File: config.mk
export PLATFORM = sky130hd
export DESIGN_NAME = farc_top
export DESIGN_NICKNAME = d
export VERILOG_FILES = /design/src/farc_pkg.sv /design/src/farc_top.sv
export VERILOG_INCLUDE_DIRS = /design/src /design/src/src
export SDC_FILE = /design/constraint.sdc
export NUM_CORES = 1
export LEC_CHECK = 0
export ABC_AREA = 1
export BUFFER_PORTS_ARGS = -buffer_cell sky130_fd_sc_hd__buf_2
export CAP_MARGIN = 20
export CORE_UTILIZATION = 51
export DETAILED_ROUTE_END_ITERATION = 7
export GPL_TIMING_DRIVEN = 0
export PLACE_DENSITY = 0.88
export SLEW_MARGIN = 20
export SYNTH_ARGS = -nofsm -noshare
export SYNTH_HDL_FRONTEND = slang
export SYNTH_SLANG_ARGS = --single-unit
File: constraint.sdc
create_clock -name sys_clk_i -period 3.1 [get_ports sys_clk_i]
set_clock_uncertainty 0.1 [all_clocks]
set_input_delay 0.465 -clock sys_clk_i [delete_from_list [all_inputs] [get_ports sys_clk_i]]
set_output_delay 0.465 -clock sys_clk_i [all_outputs]
set_load 0.005 [all_outputs]
File: src/farc_regs.svh
`ifndef FARC_REGS_SVH
`define FARC_REGS_SVH
// ---------------------------------------------------------------
// register map (byte addresses)
// ---------------------------------------------------------------
`define FARC_ALERT_STATUS_OFS   12'h000
`define FARC_SUPPLY_STATUS_OFS  12'h004
`define FARC_LIVE_STATUS_OFS    12'h008
`define FARC_ALERT_MASK_OFS     12'h00C
`define FARC_CMD_KEY_OFS        12'h010
`define FARC_OVERHEAT_RST_OFS   12'h014
// ---------------------------------------------------------------
// field positions in the latched/live/mask layout and in the one-bit supply and overheat registers
// ---------------------------------------------------------------
`define FARC_BIT_RESET_DONE     0
`define FARC_BIT_SUPPLY0        1
`define FARC_BIT_OVERHEAT       7
`define FARC_BIT_SUPPLY_SUM     8
`define FARC_NUM_SUPPLY         6
`define FARC_STATUS_W           9
`define FARC_BIT_CAL_MEM_ERR    0
`define FARC_BIT_OVHT_RST_EN    0
// ---------------------------------------------------------------
// keys, reset values, timing
// ---------------------------------------------------------------
`define FARC_KEY1               16'h15FA
`define FARC_KEY2               16'hAF51
`define FARC_MASK_RESET         9'h000
`define FARC_RESET_TIME_US      100
`define FARC_CLK_MHZ            25
`define FARC_RESET_CYCLES       (`FARC_RESET_TIME_US * `FARC_CLK_MHZ)
`endif

File: src/farc_pkg.sv
package farc_pkg;
  typedef enum logic [1:0]
  {
    FARC_RUN  = 2'b00,
    FARC_HOLD = 2'b01,
    FARC_DONE = 2'b10
  } farc_seq_e;
  typedef struct packed
  {
    logic [5:0] supply_low;
    logic       overheat_alert;
    logic       overheat_reset;
  } farc_cond_s;
endpackage : farc_pkg

File: src/farc_top.sv
`timescale 1ns/10ps
`include "farc_regs.svh"
// Overview of operation
// - any reset restores defaults, refreshes, hi-z output
// - reset pin low pulse starts full reset
// - key1 then key2 writes cause software reset
// - overheat reset only when enable bit set
// - hold reset while core supply low
// - set reset-done flag after each reset
// - bus access during reset sets memory error
// - alert pin asserts on unmasked condition
// - latched status bits are sticky
// - write one clears, zero keeps
// - supply summary stays while supply flag set
// - live register follows conditions unlatched
// - mask bit blocks its condition from pin
// - six supply monitors set own bits
// - overheat alert sets flag regardless
// - alert pin active low
// - pin released once flags cleared
module farc_top #(
  parameter int RESET_CYCLES = `FARC_RESET_CYCLES
) (
  // clock and reset
  input  wire logic                sys_clk_i,
  input  wire logic                rst_i,
  // pins and monitors
  input  wire logic                reset_n_i,
  input  wire farc_pkg::farc_cond_s cond_i,
  input  wire logic [1:0]          core_supply_low_i,
  output logic                     alert_n_o,
  output logic                     out_hiz_o,
  output logic                     cal_refresh_o,
  output logic                     in_reset_o,
  // apb slave
  input  wire logic                psel_i,
  input  wire logic                penable_i,
  input  wire logic                pwrite_i,
  input  wire logic [11:0]         paddr_i,
  input  wire logic [31:0]         pwdata_i,
  output logic [31:0]              prdata_o,
  output logic                     pready_o,
  output logic                     pslverr_o
);
  // refused at elaboration: a zero count wraps the end compare and stretches the hold to 2**32 cycles
  if (RESET_CYCLES < 1)
  begin : g_bad_reset_cycles
    $error("RESET_CYCLES must be at least one");
  end

  // ---------------------------------------------------------------
  // input synchronisers: three stages, second and third must agree
  // ---------------------------------------------------------------
  localparam int NS = 8 + 1 + 2;
  // stages start at each pin's rest level, so leaving rst_i is no edge
  localparam logic [NS-1:0] SYNC_IDLE = 11'h004;
  logic [NS-1:0] raw, s1_q, s2_q, s3_q, filt_q, filt_d;
  // conditions on top, then the reset pin, then the two core monitors
  assign raw = {cond_i, reset_n_i, core_supply_low_i};

  // a bit moves only once the last two stages agree; a split vote holds
  always_comb
  begin
    filt_d = filt_q;
    for (int i = 0; i < NS; i++)
      if (s2_q[i] == s3_q[i])
        filt_d[i] = s3_q[i];
  end

  // three stages plus the filtered copy
  always_ff @(posedge sys_clk_i or posedge rst_i)
  begin
    if (rst_i)
    begin
      s1_q   <= SYNC_IDLE;
      s2_q   <= SYNC_IDLE;
      s3_q   <= SYNC_IDLE;
      filt_q <= SYNC_IDLE;  // reset pin idles high
    end
    else
    begin
      s1_q   <= raw;
      s2_q   <= s1_q;
      s3_q   <= s2_q;
      filt_q <= filt_d;
    end
  end

  // filtered views; either core monitor low holds the device in reset
  farc_pkg::farc_cond_s cond;
  logic pin_n, core_low;
  assign cond     = filt_q[10:3];
  assign pin_n    = filt_q[2];
  assign core_low = |filt_q[1:0];

  // ---------------------------------------------------------------
  // reset sequencer
  // ---------------------------------------------------------------
  // state and the hold counter
  farc_pkg::farc_seq_e seq_q, seq_d;
  logic [31:0] cnt_q, cnt_d;
  logic        ovht_en_q, key1_q, soft_rst, start_rst;
  // any source restarts the cycle; supply low keeps it held
  assign start_rst = !pin_n
                   | soft_rst
                   | (ovht_en_q & cond.overheat_reset)
                   | core_low;

  // next state: a restart zeroes the count, hold ends after the full count
  always_comb
  begin
    seq_d = seq_q;
    cnt_d = cnt_q;
    if (start_rst)
    begin
      seq_d = farc_pkg::FARC_HOLD;
      cnt_d = '0;
    end
    else
    begin
      unique case (seq_q)
        farc_pkg::FARC_RUN:  seq_d = farc_pkg::FARC_RUN;
        farc_pkg::FARC_HOLD:
        begin
          cnt_d = cnt_q + 32'h00000001;
          if (cnt_q >= 32'(RESET_CYCLES - 1))
            seq_d = farc_pkg::FARC_DONE;
        end
        farc_pkg::FARC_DONE: seq_d = farc_pkg::FARC_RUN;
        default:             seq_d = farc_pkg::FARC_HOLD;
      endcase
    end
  end

  // power-up lands in hold, so every start runs one full cycle
  always_ff @(posedge sys_clk_i or posedge rst_i)
  begin
    if (rst_i)
    begin
      seq_q <= farc_pkg::FARC_HOLD;
      cnt_q <= '0;
    end
    else
    begin
      seq_q <= seq_d;
      cnt_q <= cnt_d;
    end
  end

  // outputs decode the state and stand for the whole hold
  logic in_rst, rst_done;
  assign in_rst   = (seq_q == farc_pkg::FARC_HOLD);
  assign rst_done = (seq_q == farc_pkg::FARC_DONE);
  assign in_reset_o    = in_rst;
  assign cal_refresh_o = in_rst;
  assign out_hiz_o     = in_rst;

  // ---------------------------------------------------------------
  // apb decode; zero wait states, unmapped address gives pslverr
  // ---------------------------------------------------------------
  logic acc, wr, rd, hit_st, hit_sup, hit_live, hit_mask, hit_key, hit_ovr;
  // access-phase strobes; each hit line decodes one exact 12-bit address
  assign acc      = psel_i & penable_i;
  assign wr       = acc & pwrite_i & !in_rst;  // registers frozen in reset
  assign rd       = acc & !pwrite_i;
  assign hit_st   = paddr_i == `FARC_ALERT_STATUS_OFS;
  assign hit_sup  = paddr_i == `FARC_SUPPLY_STATUS_OFS;
  assign hit_live = paddr_i == `FARC_LIVE_STATUS_OFS;
  assign hit_mask = paddr_i == `FARC_ALERT_MASK_OFS;
  assign hit_key  = paddr_i == `FARC_CMD_KEY_OFS;
  assign hit_ovr  = paddr_i == `FARC_OVERHEAT_RST_OFS;

  // every register answers in its access cycle, so no wait states
  assign pready_o = 1'b1;
  assign pslverr_o = acc & !(hit_st | hit_sup | hit_live | hit_mask | hit_key | hit_ovr);

  // ---------------------------------------------------------------
  // status, mask, key and enable registers
  // ---------------------------------------------------------------
  // latched flags, mask and the key and enable state
  localparam int SW = `FARC_STATUS_W;
  logic [SW-1:0] st_q, st_d, mask_q, mask_d, live;
  logic          sup_q, sup_d, key1_d, ovht_en_d;
  logic [15:0]   wkey;
  assign wkey = pwdata_i[15:0];
  // live view; conditions unlatched, summary bit taken from sup_q
  always_comb
  begin
    live = '0;
    live[`FARC_BIT_SUPPLY0 +: `FARC_NUM_SUPPLY] = cond.supply_low;
    live[`FARC_BIT_OVERHEAT]   = cond.overheat_alert;
    live[`FARC_BIT_SUPPLY_SUM] = sup_q;
  end

  // the second key only counts on the next key-register write after the first
  assign soft_rst = wr & hit_key & key1_q & (wkey == `FARC_KEY2);

  // next values for flags and configuration
  always_comb
  begin
    st_d      = st_q;
    sup_d     = sup_q;
    mask_d    = mask_q;
    key1_d    = key1_q;
    ovht_en_d = ovht_en_q;
    // clears first so that a same-cycle event wins
    if (wr & hit_st)
      st_d = st_q & ~pwdata_i[SW-1:0];
    if (wr & hit_sup & pwdata_i[`FARC_BIT_CAL_MEM_ERR])
      sup_d = 1'b0;
    if (wr & hit_mask)
      mask_d = pwdata_i[SW-1:0];
    if (wr & hit_ovr)
      ovht_en_d = pwdata_i[`FARC_BIT_OVHT_RST_EN];
    if (wr & hit_key)
      key1_d = (wkey == `FARC_KEY1);
    // sticky sets
    st_d[`FARC_BIT_SUPPLY0 +: `FARC_NUM_SUPPLY] =
      st_d[`FARC_BIT_SUPPLY0 +: `FARC_NUM_SUPPLY] | cond.supply_low;
    if (cond.overheat_alert)
      st_d[`FARC_BIT_OVERHEAT] = 1'b1;
    if (rst_done)
      st_d[`FARC_BIT_RESET_DONE] = 1'b1;
    if (acc & in_rst)
      sup_d = 1'b1;
    if (sup_d)
      st_d[`FARC_BIT_SUPPLY_SUM] = 1'b1;
    // any reset cycle returns configuration to defaults
    if (in_rst)
    begin
      mask_d    = `FARC_MASK_RESET;
      key1_d    = 1'b0;
      ovht_en_d = 1'b0;
      st_d      = st_d & (SW'(1) << `FARC_BIT_SUPPLY_SUM);
    end
  end

  // registers only; every decision sits in the process above
  always_ff @(posedge sys_clk_i or posedge rst_i)
  begin
    if (rst_i)
    begin
      st_q      <= '0;
      sup_q     <= 1'b0;
      mask_q    <= `FARC_MASK_RESET;
      key1_q    <= 1'b0;
      ovht_en_q <= 1'b0;
    end
    else
    begin
      st_q      <= st_d;
      sup_q     <= sup_d;
      mask_q    <= mask_d;
      key1_q    <= key1_d;
      ovht_en_q <= ovht_en_d;
    end
  end

  // ---------------------------------------------------------------
  // alert pin: combinational, active low
  // ---------------------------------------------------------------
  // masked flags still latch; only the pin ignores them
  assign alert_n_o = !(|(st_q & ~mask_q));

  // ---------------------------------------------------------------
  // read data, registered at the setup edge
  // ---------------------------------------------------------------
  logic [31:0] rdata_q, rdata_d;
  // loaded at the setup edge so it already stands in the access cycle
  always_comb
  begin
    rdata_d = rdata_q;
    if (psel_i & !penable_i & !pwrite_i)
    begin
      rdata_d = '0;
      if (hit_st)
        rdata_d[SW-1:0] = st_q;
      if (hit_sup)
        rdata_d[0] = sup_q;
      if (hit_live)
        rdata_d[SW-1:0] = live;
      if (hit_mask)
        rdata_d[SW-1:0] = mask_q;
      if (hit_ovr)
        rdata_d[0] = ovht_en_q;
    end
  end

  // unread bits stay zero; data holds until the next read setup
  always_ff @(posedge sys_clk_i or posedge rst_i)
  begin
    if (rst_i)
      rdata_q <= '0;
    else
      rdata_q <= rdata_d;
  end

  // output straight from the register
  assign prdata_o = rdata_q;
endmodule : farc_top

==> reports/results.ini, run 1 <==
[layout]
final_layout_size_suffix_gt1_share_pct = 18.6
antenna-diode-count = 0
fin_cells = 893
syn_to_final_growth_pct = 14.9
nFillCells = 911
final_nets = 817

[floorplan]
rows = 37
die_h_um = 105
die_x_um = 105
start_util_pct = 52.5
core_mm2 = 0.0103
ios = 98
dieArea_mm2 = 0.0110

[pwr]
peakVddDrop_mv = 0.293
p_clk_share_pct = 30.8
p_comb_share_pct = 12.7
p_seq_share_pct = 56.5
intPower_uw = 1950
finalPower_uw = 2700
swShare_pct = 27.7
p_leak_uw = 0.00285
p_per_area_mw_per_mm2 = 436
p_switching_uw = 747

[placed_design]
gp_congestion = 0.893
place_worst_setup_slack_ps = 755
io_buffer_count = 57
dp_hpwl_um = 8630
placedCellCount = 876

[job]
cap_viol_max_count = 0

[sta]
final_max_slew_viol_count = 0
setup_slack_ps = 719
timing.final.hold_violations = 0
fmax_mhz = 420
setup_tns_ps = 0
rsz0062_at_grt = false
period_share_pct = 76.8
layout_min_cycle_time_ps = 2380
setup_viol = 0

[logic_synthesis]
yosys_warnings = 0
synth.most_common_cell = nand2_1
synthFlopType = dfrtp_1
yosysSeqAreaShare_pct = 50.2
synth_edf_count = 0
syn_avg_cell_area_um2 = 8.20
synthArstFlopShare_pct = 100
syn_inst = 658
synth_area_mm2 = 0.00539
yosys.area.top_type = dfrtp_1
synth_commonest_cells = nand2_1, nor2_1, dfrtp_1, inv_1, nand3_1
ys_ff_latch = 108
ys_types = 39
synth_area_leaders = dfrtp_1, nand2_1, nor2_1, inv_1, buf_4
synth_top_area_share_pct = 47.8

[clock_network]
cts_resized = 0
cts.sinks = 108
worstSkewPairLatency_ps = 380
numCtsBuffers = 9
clockRootBuffer = clkbuf_8
cts_buffer_depth = 2
clk_pin_slew_ps = 100
hold_buffers = 1
tritoncts = done
htree_levels = 3
post_cts_buffers = 0

[setup_path]
worst_ep_arrival_time_ps = 1820
end_kind = output port
path_cells = buf_2 -> nor2_2 -> nand2_1 -> nor2_2 -> nand4_1 -> nand4_1 -> nor2_1 -> buf_2
cpPeakStageDelay_ps = 360
cp.required_ps = 2530
start_kind = primary input
slowest_stage = nand4_1
worstSetupPathType = primary input to output port
crit_fanout = 8

[route]
vias = 4623
post-route-drc-count = 0
post_drt_wl_per_cell_um = 12.8
drtIter0Drc = 226
firstDrtPassIters = 6
final_antenna_net_count = 0
viasPerCell = 5.18
routed_wl_um = 11400

[grt]
grt_max_degree = 35
antenna_found_initial = 0
grt_overflow = 0
grtUsageTotal_pct = 22.2
grt_pass1_vias = 4297
grt_pass1_wl_um = 19500

[min_path]
worstHoldPathType = primary input to flip-flop

[run_status]
status = completed

==> worst paths after layout <==
check | from | to | slack (ps) | depth (start not counted)
max reg2reg | seq_q[1] | cnt_q[23] | 830 | 9
min in group asynchronous | rst_i | cnt_q[26] | 530 | 3
max | paddr_i[7] | pslverr_o | 720 | 8
min | reset_n_i | s1_q[2] | 70 | 1
min reg2reg | s1_q[3] | s2_q[3] | 250 | 0
max in group asynchronous | rst_i | seq_q[0] | 1600 | 5
==> flip-flops by register name, indices dropped and copies added (netlist names) <==
name,cells
prdata_o,9
s1_q,11
s2_q,11
s3_q,11
seq_q,2
st_q,9
key1_q,1
ovht_en_q,1
cnt_q,32
sup_q,1
mask_q,9
filt_q,11
==> layout by cell type (no fill, tap or decap), types with 2 or more instances in the layout <==
| cell | synthesis | final |
|---|---|---|
| nand4_1 | 16 | 16 |
| clkinvlp_4 | 0 | 2 |
| nand2_1 | 127 | 127 |
| clkbuf_8 | 1 | 11 |
| dfstp_2 | 5 | 5 |
| maj3_1 | 11 | 11 |
| o21ai_0 | 21 | 21 |
| nor3_1 | 21 | 21 |
| a21oi_1 | 18 | 18 |
| nor2_2 | 13 | 13 |
| nor3b_1 | 3 | 3 |
| buf_12 | 0 | 3 |
| conb_1 | 2 | 24 |
| nand2_2 | 5 | 5 |
| inv_2 | 2 | 2 |
| nor2_1 | 109 | 109 |
| o22ai_1 | 15 | 15 |
| ha_1 | 5 | 5 |
| o21ai_1 | 4 | 4 |
| buf_2 | 2 | 59 |
| nand3_1 | 33 | 33 |
| inv_6 | 0 | 2 |
| a31oi_1 | 2 | 2 |
| xor2_1 | 6 | 6 |
| inv_1 | 85 | 84 |
| inv_8 | 0 | 2 |
| nor4_1 | 5 | 5 |
| nor3_2 | 3 | 3 |
| dfrtp_1 | 103 | 103 |
| buf_6 | 2 | 2 |
| buf_4 | 27 | 27 |
==> metrics by stage <==
stage | hold WS [ps] | util (%) | instance area, µm²
after floorplan | 231 | - | 5480
after global placement | 232 | 57.7 | 5930
after detailed placement | 235 | 58.3 | 5990
after CTS | 54.0 | 60.3 | 6190
after global routing | 53.1 | 60.3 | 6190
final | 74.7 | 60.3 | 6190
==> worst max-delay path: cells and delay by family <==
family | cells | cell delay, ps
simple gates | 6 | 1120
buf+inv | 2 | 220
==> power groups by stage <==
stage	combinational [µW]	clock, µW	sequential, µW
after floorplan	215	0	1540
after global placement	325	0	1550
after detailed placement	343	0	1550
after CTS	343	852	1530
after global routing	383	918	1540
final	343	830	1530
==> kinds of logic after synthesis <==
kind of cell / after synthesis / synth area share [%]
XOR/XNOR: 6 / 0.974
flip-flops: 108 / 50.2
adder cells (fa/ha/maj): 16 / 3.20
other: 2 / 0.139
buffers and inverters: 121 / 10.8
AND/OR/NAND/NOR: 342 / 28.2
AO/OA/AOI/OAI: 63 / 6.40
==> routing by layer <==
layer	vias up	track usage (%)	wire length, µm
met5	-	0	0
met1	2167	29.5	5000
met4	0	8.45	145
li1	2254	-	-
met3	17	4.30	741
met2	185	36.2	5520
==> cell type report <==
class / instances / area [µm²] / share of cell area [%]
Clock buffer: 10 / 138 / 2.22
Inverter: 87 / 330 / 5.33
Buffer: 34 / 256 / 4.14
Multi-Input combinational cell: 451 / 2180 / 35.2
Sequential cell: 108 / 2710 / 43.7
Timing Repair Buffer: 61 / 355 / 5.74
Tap cell: 136 / 170 / 2.75
Clock inverter: 6 / 52.6 / 0.848
(Power assumes the default switching activity.)
==> inputs of run 2 (changes only) <==
- ABC_AREA: 1 -> 0
- CORE_UTILIZATION: 51 -> 50
- PLACE_DENSITY: 0.88 -> 0.87
- clock period: 3.1 -> 2.15 ns (I/O delays scaled with it)
==> run 2 against run 1 <==
- the flow now finishes with violations (negative setup slack)
- cell count down 19%
- clock power is 60% higher
- via count down 16%
- largest cell class unchanged
- combinational power rose by 43%
- register-to-register slack worse by 840 ps
- hold slack better by 1.8 ps
- sequential share of layout area rose by 0.94 points
- non-clock buffer count is 28 higher
- synthesized cell count shrank 28%
==> reports/results.ini, run 2 <==
[sta]
holdWs_ps = 76.5
layout_min_cycle_time_ps = 2160
rsz0062_at_grt = true
fmax_mhz = 462
relSlewSlack_pct = 37.9
setup_slack_ps = -13.3
worst_pin_slew_ps = 930
period_share_pct = 101
setup_viol = 2
timing.final.hold_violations = 0
final_max_slew_viol_count = 0

[clock_network]
clk_pin_slew_ps = 120
htree_levels = 3
clockRootBuffer = clkbuf_8
worstSkewPairLatency_ps = 380
cts.sinks = 108
cts_buffer_depth = 2
numCtsBuffers = 9
tritoncts = done

[floorplan]
ios = 98
dieArea_mm2 = 0.0104
core_mm2 = 0.00973
die_x_um = 102
start_util_pct = 51.1
rows = 36
die_h_um = 102

[setup_path]
start_kind = flip-flop
worst_ep_arrival_time_ps = 1740
cp.required_ps = 1730
end_kind = output port
worstSetupPathType = flip-flop to output port
crit_fanout = 3

[layout]
final_core_util_pct = 62.3
regMostFlops = cnt_q
largest_reg_flops = 32
syn_to_final_growth_pct = 21.9
register_area_mm2 = 0.00271
multi_input_area_mm2 = 0.00199
final_layout_size_suffix_gt1_share_pct = 26.5
nFillCells = 799
mostFrequentLayoutCells = dfrtp_1, buf_2, nor2_1, buf_4, inv_1
antenna-diode-count = 0
final_common_cell = dfrtp_1
final_nets = 653

[logic_synthesis]
yosysSeqAreaShare_pct = 54.4
synthArstFlopShare_pct = 100
yosys_warnings = 0
yosys.area.top_type = dfrtp_1
ys_types = 59
ys_ff_latch = 108
syn_avg_cell_area_um2 = 10.6
syn_inst = 471
synth_area_mm2 = 0.00498
synth_top_area_share_pct = 51.8
synth.most_common_cell = dfrtp_1
synth_commonest_cells = dfrtp_1, nor2_1, inv_1, nand2_1, buf_4
synthFlopType = dfrtp_1
synth_edf_count = 0
synth_area_leaders = dfrtp_1, buf_4, xor2_1, nor2_1, dfstp_2

[route]
post-route-drc-count = 0
routed_wl_um = 10900
firstDrtPassIters = 5
final_antenna_net_count = 0
post_drt_wl_per_cell_um = 15.0
viasPerCell = 5.37
vias = 3901
drtIter0Drc = 329

[pwr]
p_per_area_mw_per_mm2 = 662
p_leak_uw = 0.00279
peakVddDrop_mv = 0.404

[run_status]
violations = negative setup slack
status = complete, but fails checks

[job]
cap_viol_max_count = 0

[grt]
grt_max_degree = 34
antenna_found_initial = 0
grt_pass1_vias = 3729
grt_overflow = 0
grtUsageTotal_pct = 22.2
grt_pass1_wl_um = 17500

[min_path]
worstHoldPathType = primary input to flip-flop

[placed_design]
io_buffer_count = 57
gp_congestion = 0.889
dp_hpwl_um = 7590

[run 2: area by class of cell]
type	count	area share (%)
repair buffers	85	9.28
multi-input cells	313	32.7
clock buffers	10	2.27
well taps	133	2.74
inverters	33	2.10
plain buffers	38	4.89
clock inverters	6	1.30
flip-flops and latches	108	44.7
[run 2: kinds of logic (layout without fill, tap and decap cells)]
family                     count (synthesis)  in the layout  share of synthesized area, %
xor gates and xnor gates                  28             28                          4.93
and+or+nand+nor                          170            170                          18.3
muxes                                      5              5                          1.03
DFF                                      108            108                          54.4
other                                      2             24                         0.151
buffers and inverters                     72            172                          8.73
adders and majority gates                 16             16                          3.47
AOI/OAI and AO/OA                         70             70                          8.98
[run 2: path summary, 6_finish.rpt]
| check | cells after the start | end | slack [ps] | start |
|---|---|---|---|---|
| min in group asynchronous | 3 | s2_q[9] | 420 | rst_i |
| hold / removal | 3 | mask_q[2] | 80 | pwdata_i[2] |
| max in group asynchronous | 5 | seq_q[0] | 750 | rst_i |
| setup / recovery | 5 | alert_n_o | -10 | mask_q[8] |
| setup reg to reg | 6 | cnt_q[27] | -10 | seq_q[0] |
| hold reg to reg | 0 | s2_q[0] | 260 | s1_q[0] |
[run 2: per-layer routing]
layer	part of all wire [%]	global-route usage, %	vias to the layer above
met5	0	0	-
met4	2.0	8.92	0
met3	6.1	4.35	24
met2	48	35.9	153
met1	44	29.5	1913
li1	-	-	1811
[run 2: power breakdown]
| part | switching, µW | internal [µW] |
|---|---|---|
| sequential | 59.4 | 2130 |
| combinational | 252 | 239 |
| clock | 735 | 596 |
| total | 1050 | 2970 |
[run 2: what timing repair did]
item | 4_1_cts | 5_1_grt
setup buffers | 8 | 5
hold buffers | 12 | 0
pin swaps | 8 | 11
endpoints found under the hold margin | 28 | 0
gates resized for setup | 3 | 9
endpoints found under the setup margin | 21 | 35
[run 2: critical path, cell delays in order, from the launching register on]
cell and delay [ps]:
dfrtp_1 400, inv_1 50, a222oi_1 400, nand2_1 150, a221oi_2 200, buf_2 150
[run 2: per-stage QoR]
stage,total power (µW),instances,area (µm²),setup slack [ps],setup TNS [ps]
after floorplan,2500,493,5080,49.4,0
after global placement,2640,683,5530,-226,-26400
after detailed placement,2680,686,5590,-309,-9950
after CTS,4020,721,5990,-18.6,-18.6
after global routing,4180,726,6060,-122,-296
final,4010,726,6060,-13.3,-24.2
==> inputs of run 3 (changes only) <==
==> constraint.sdc (replaced) <==
create_clock -name sys_clk_i -period 2.15 [get_ports sys_clk_i]
set_clock_uncertainty 0.1 [all_clocks]
set_input_delay 0.43 -clock sys_clk_i [delete_from_list [all_inputs] [get_ports sys_clk_i]]
set_output_delay 0.43 -clock sys_clk_i [all_outputs]
set_load 0.005 [all_outputs]
==> run 3 against run 2 <==
- the flow still finishes with violations (negative setup slack)
- maximum frequency decreased by 0.52%
- wire length decreased by 3.8%
- global-route usage decreased by 0.65 points
- clock power decreased by 11%
- flip-flop and latch count unchanged
- power decreased by 3.6%
- via count decreased by 0.72%
- non-clock buffer count decreased by 3
- core utilization decreased by 0.78 points
- count of clock-buffer cells in the layout decreased by 1
- critical path depth decreased by 1
- critical path type unchanged
==> reports/results.ini, run 3 (synthesized netlist as in run 2, its figures left out) <==
[setup_path]
rr_endpoint = cnt_q[27]
cp.required_ps = 1620
worstSetupPathType = flip-flop to output port
crit_fanout = 2
r2r_start = seq_q[0]
reg2regPathDepth = 7
worst_ep_arrival_time_ps = 1640
end_kind = output port
start_kind = flip-flop
regToRegSetupSlack_ps = 20

[clock_network]
htree_levels = 3
tritoncts = done
worstSkewPairLatency_ps = 390
clockRootBuffer = clkbuf_8
cts.sinks = 108
clk_pin_slew_ps = 110
numCtsBuffers = 9
cts_buffer_depth = 2

[grt]
grt_pass1_vias = 3555
antenna_found_initial = 0
grt_max_degree = 37
grt_pass1_wl_um = 16800
grt_overflow = 0
grtUsageTotal_pct = 21.5

[floorplan]
ios = 98
die_x_um = 102
dieArea_mm2 = 0.0104
start_util_pct = 51.1
rows = 36
die_h_um = 102
core_mm2 = 0.00973

[min_path]
hold_depth = 1
worstHoldPathType = primary input to flip-flop
worstHoldStart = reset_n_i
hold_end = s1_q[2]

[sta]
layout_min_cycle_time_ps = 2170
rsz0062_at_grt = true
worst_pin_slew_ps = 925
setup_viol = 1
period_share_pct = 101
setup_slack_ps = -24.5
fmax_mhz = 460
final_max_slew_viol_count = 0
relSlewSlack_pct = 38.2
timing.final.hold_violations = 0

[route]
vias = 3873
routed_wl_um = 10500
firstDrtPassIters = 5
post_drt_wl_per_cell_um = 14.5
post-route-drc-count = 0
drtIter0Drc = 242
final_antenna_net_count = 0
viasPerCell = 5.36

[layout]
largest_reg_flops = 32
final_common_cell = dfrtp_1
antenna-diode-count = 0
mostFrequentLayoutCells = dfrtp_1, buf_2, nor2_1, buf_4
syn_to_final_growth_pct = 20.3
regMostFlops = cnt_q
final_nets = 650
final_layout_size_suffix_gt1_share_pct = 27.6
final_area_mm2 = 0.00599

[pwr]
p_per_area_mw_per_mm2 = 646
peakVddDrop_mv = 0.339
p_leak_uw = 0.00277

[placed_design]
dp_hpwl_um = 7240
dpl-instance-area_mm2 = 0.00559
gp_congestion = 0.881
io_buffer_count = 57
place_worst_setup_slack_ps = -353

[job]
cap_viol_max_count = 0

[run_status]
status = complete, but fails checks
violations = negative setup slack

run 3: per-stage QoR:
stage / hold WS (ps) / TNS (ps) / total power, µW / std cells / util [%]
floorplan: 231 / -33.4 / 2500 / 493 / -
global placement: 231 / -44110 / 2640 / 683 / 56.9
detailed placement: 235 / -16820 / 2670 / 686 / 57.5
CTS: 21.3 / -54.1 / 3860 / 713 / 60.6
global route: 12.9 / -330 / 4060 / 723 / 61.5
finish: 32.9 / -24.5 / 3870 / 723 / 61.5
run 3: layout make-up:
type	instances	area [µm²]
Timing Repair Buffer	81	505
Sequential cell	108	2710
Tap cell	133	166
Buffer	39	312
Clock buffer	9	124
Inverter	33	128
Multi-Input combinational cell	313	1980
Fill cell	788	3740
Clock inverter	7	60.1
run 3: critical path, stage by stage (launching register included):
cell and delay, ps:
dfrtp_1 410, a222oi_1 380, nand2_1 130, a221oi_2 190, buf_2 150
run 3: metal layers:
layer / share of wire [%] / track usage [%] / vias up
met1: 43 / 28.7 / 1869
met3: 7.5 / 5.66 / 20
met5: 0 / 0 / -
met2: 47 / 32.9 / 178
met4: 2.1 / 10.3 / 0
li1: - / - / 1806
run 3: worst max path at each step:
stage,start,endpoint,slack (ps),depth (start not counted)
6_report,st_q[2],alert_n_o,-20,4
3_5_place_dp,paddr_i[11],mask_q[3],-350,7
2_1_floorplan,paddr_i[11],mask_q[3],-8,6
5_1_grt,st_q[2],alert_n_o,-150,4
4_1_cts,seq_q[0],cnt_q[27],-30,7
3_3_place_gp,paddr_i[11],mask_q[3],-330,7
run 3: repair_timing:
item / 4_1_cts / 5_1_grt
pin swaps: 7 / 9
endpoints found under the hold margin: 8 / 0
endpoints found under the setup margin: 20 / 39
setup buffers: 10 / 10
gates resized for setup: 5 / 7
hold buffers: 1 / 0
run 3: power breakdown:
part | switching, µW | internal, µW | total, µW
logic | 255 | 245 | 500
clock network | 738 | 443 | 1180
registers | 56.3 | 2130 | 2190
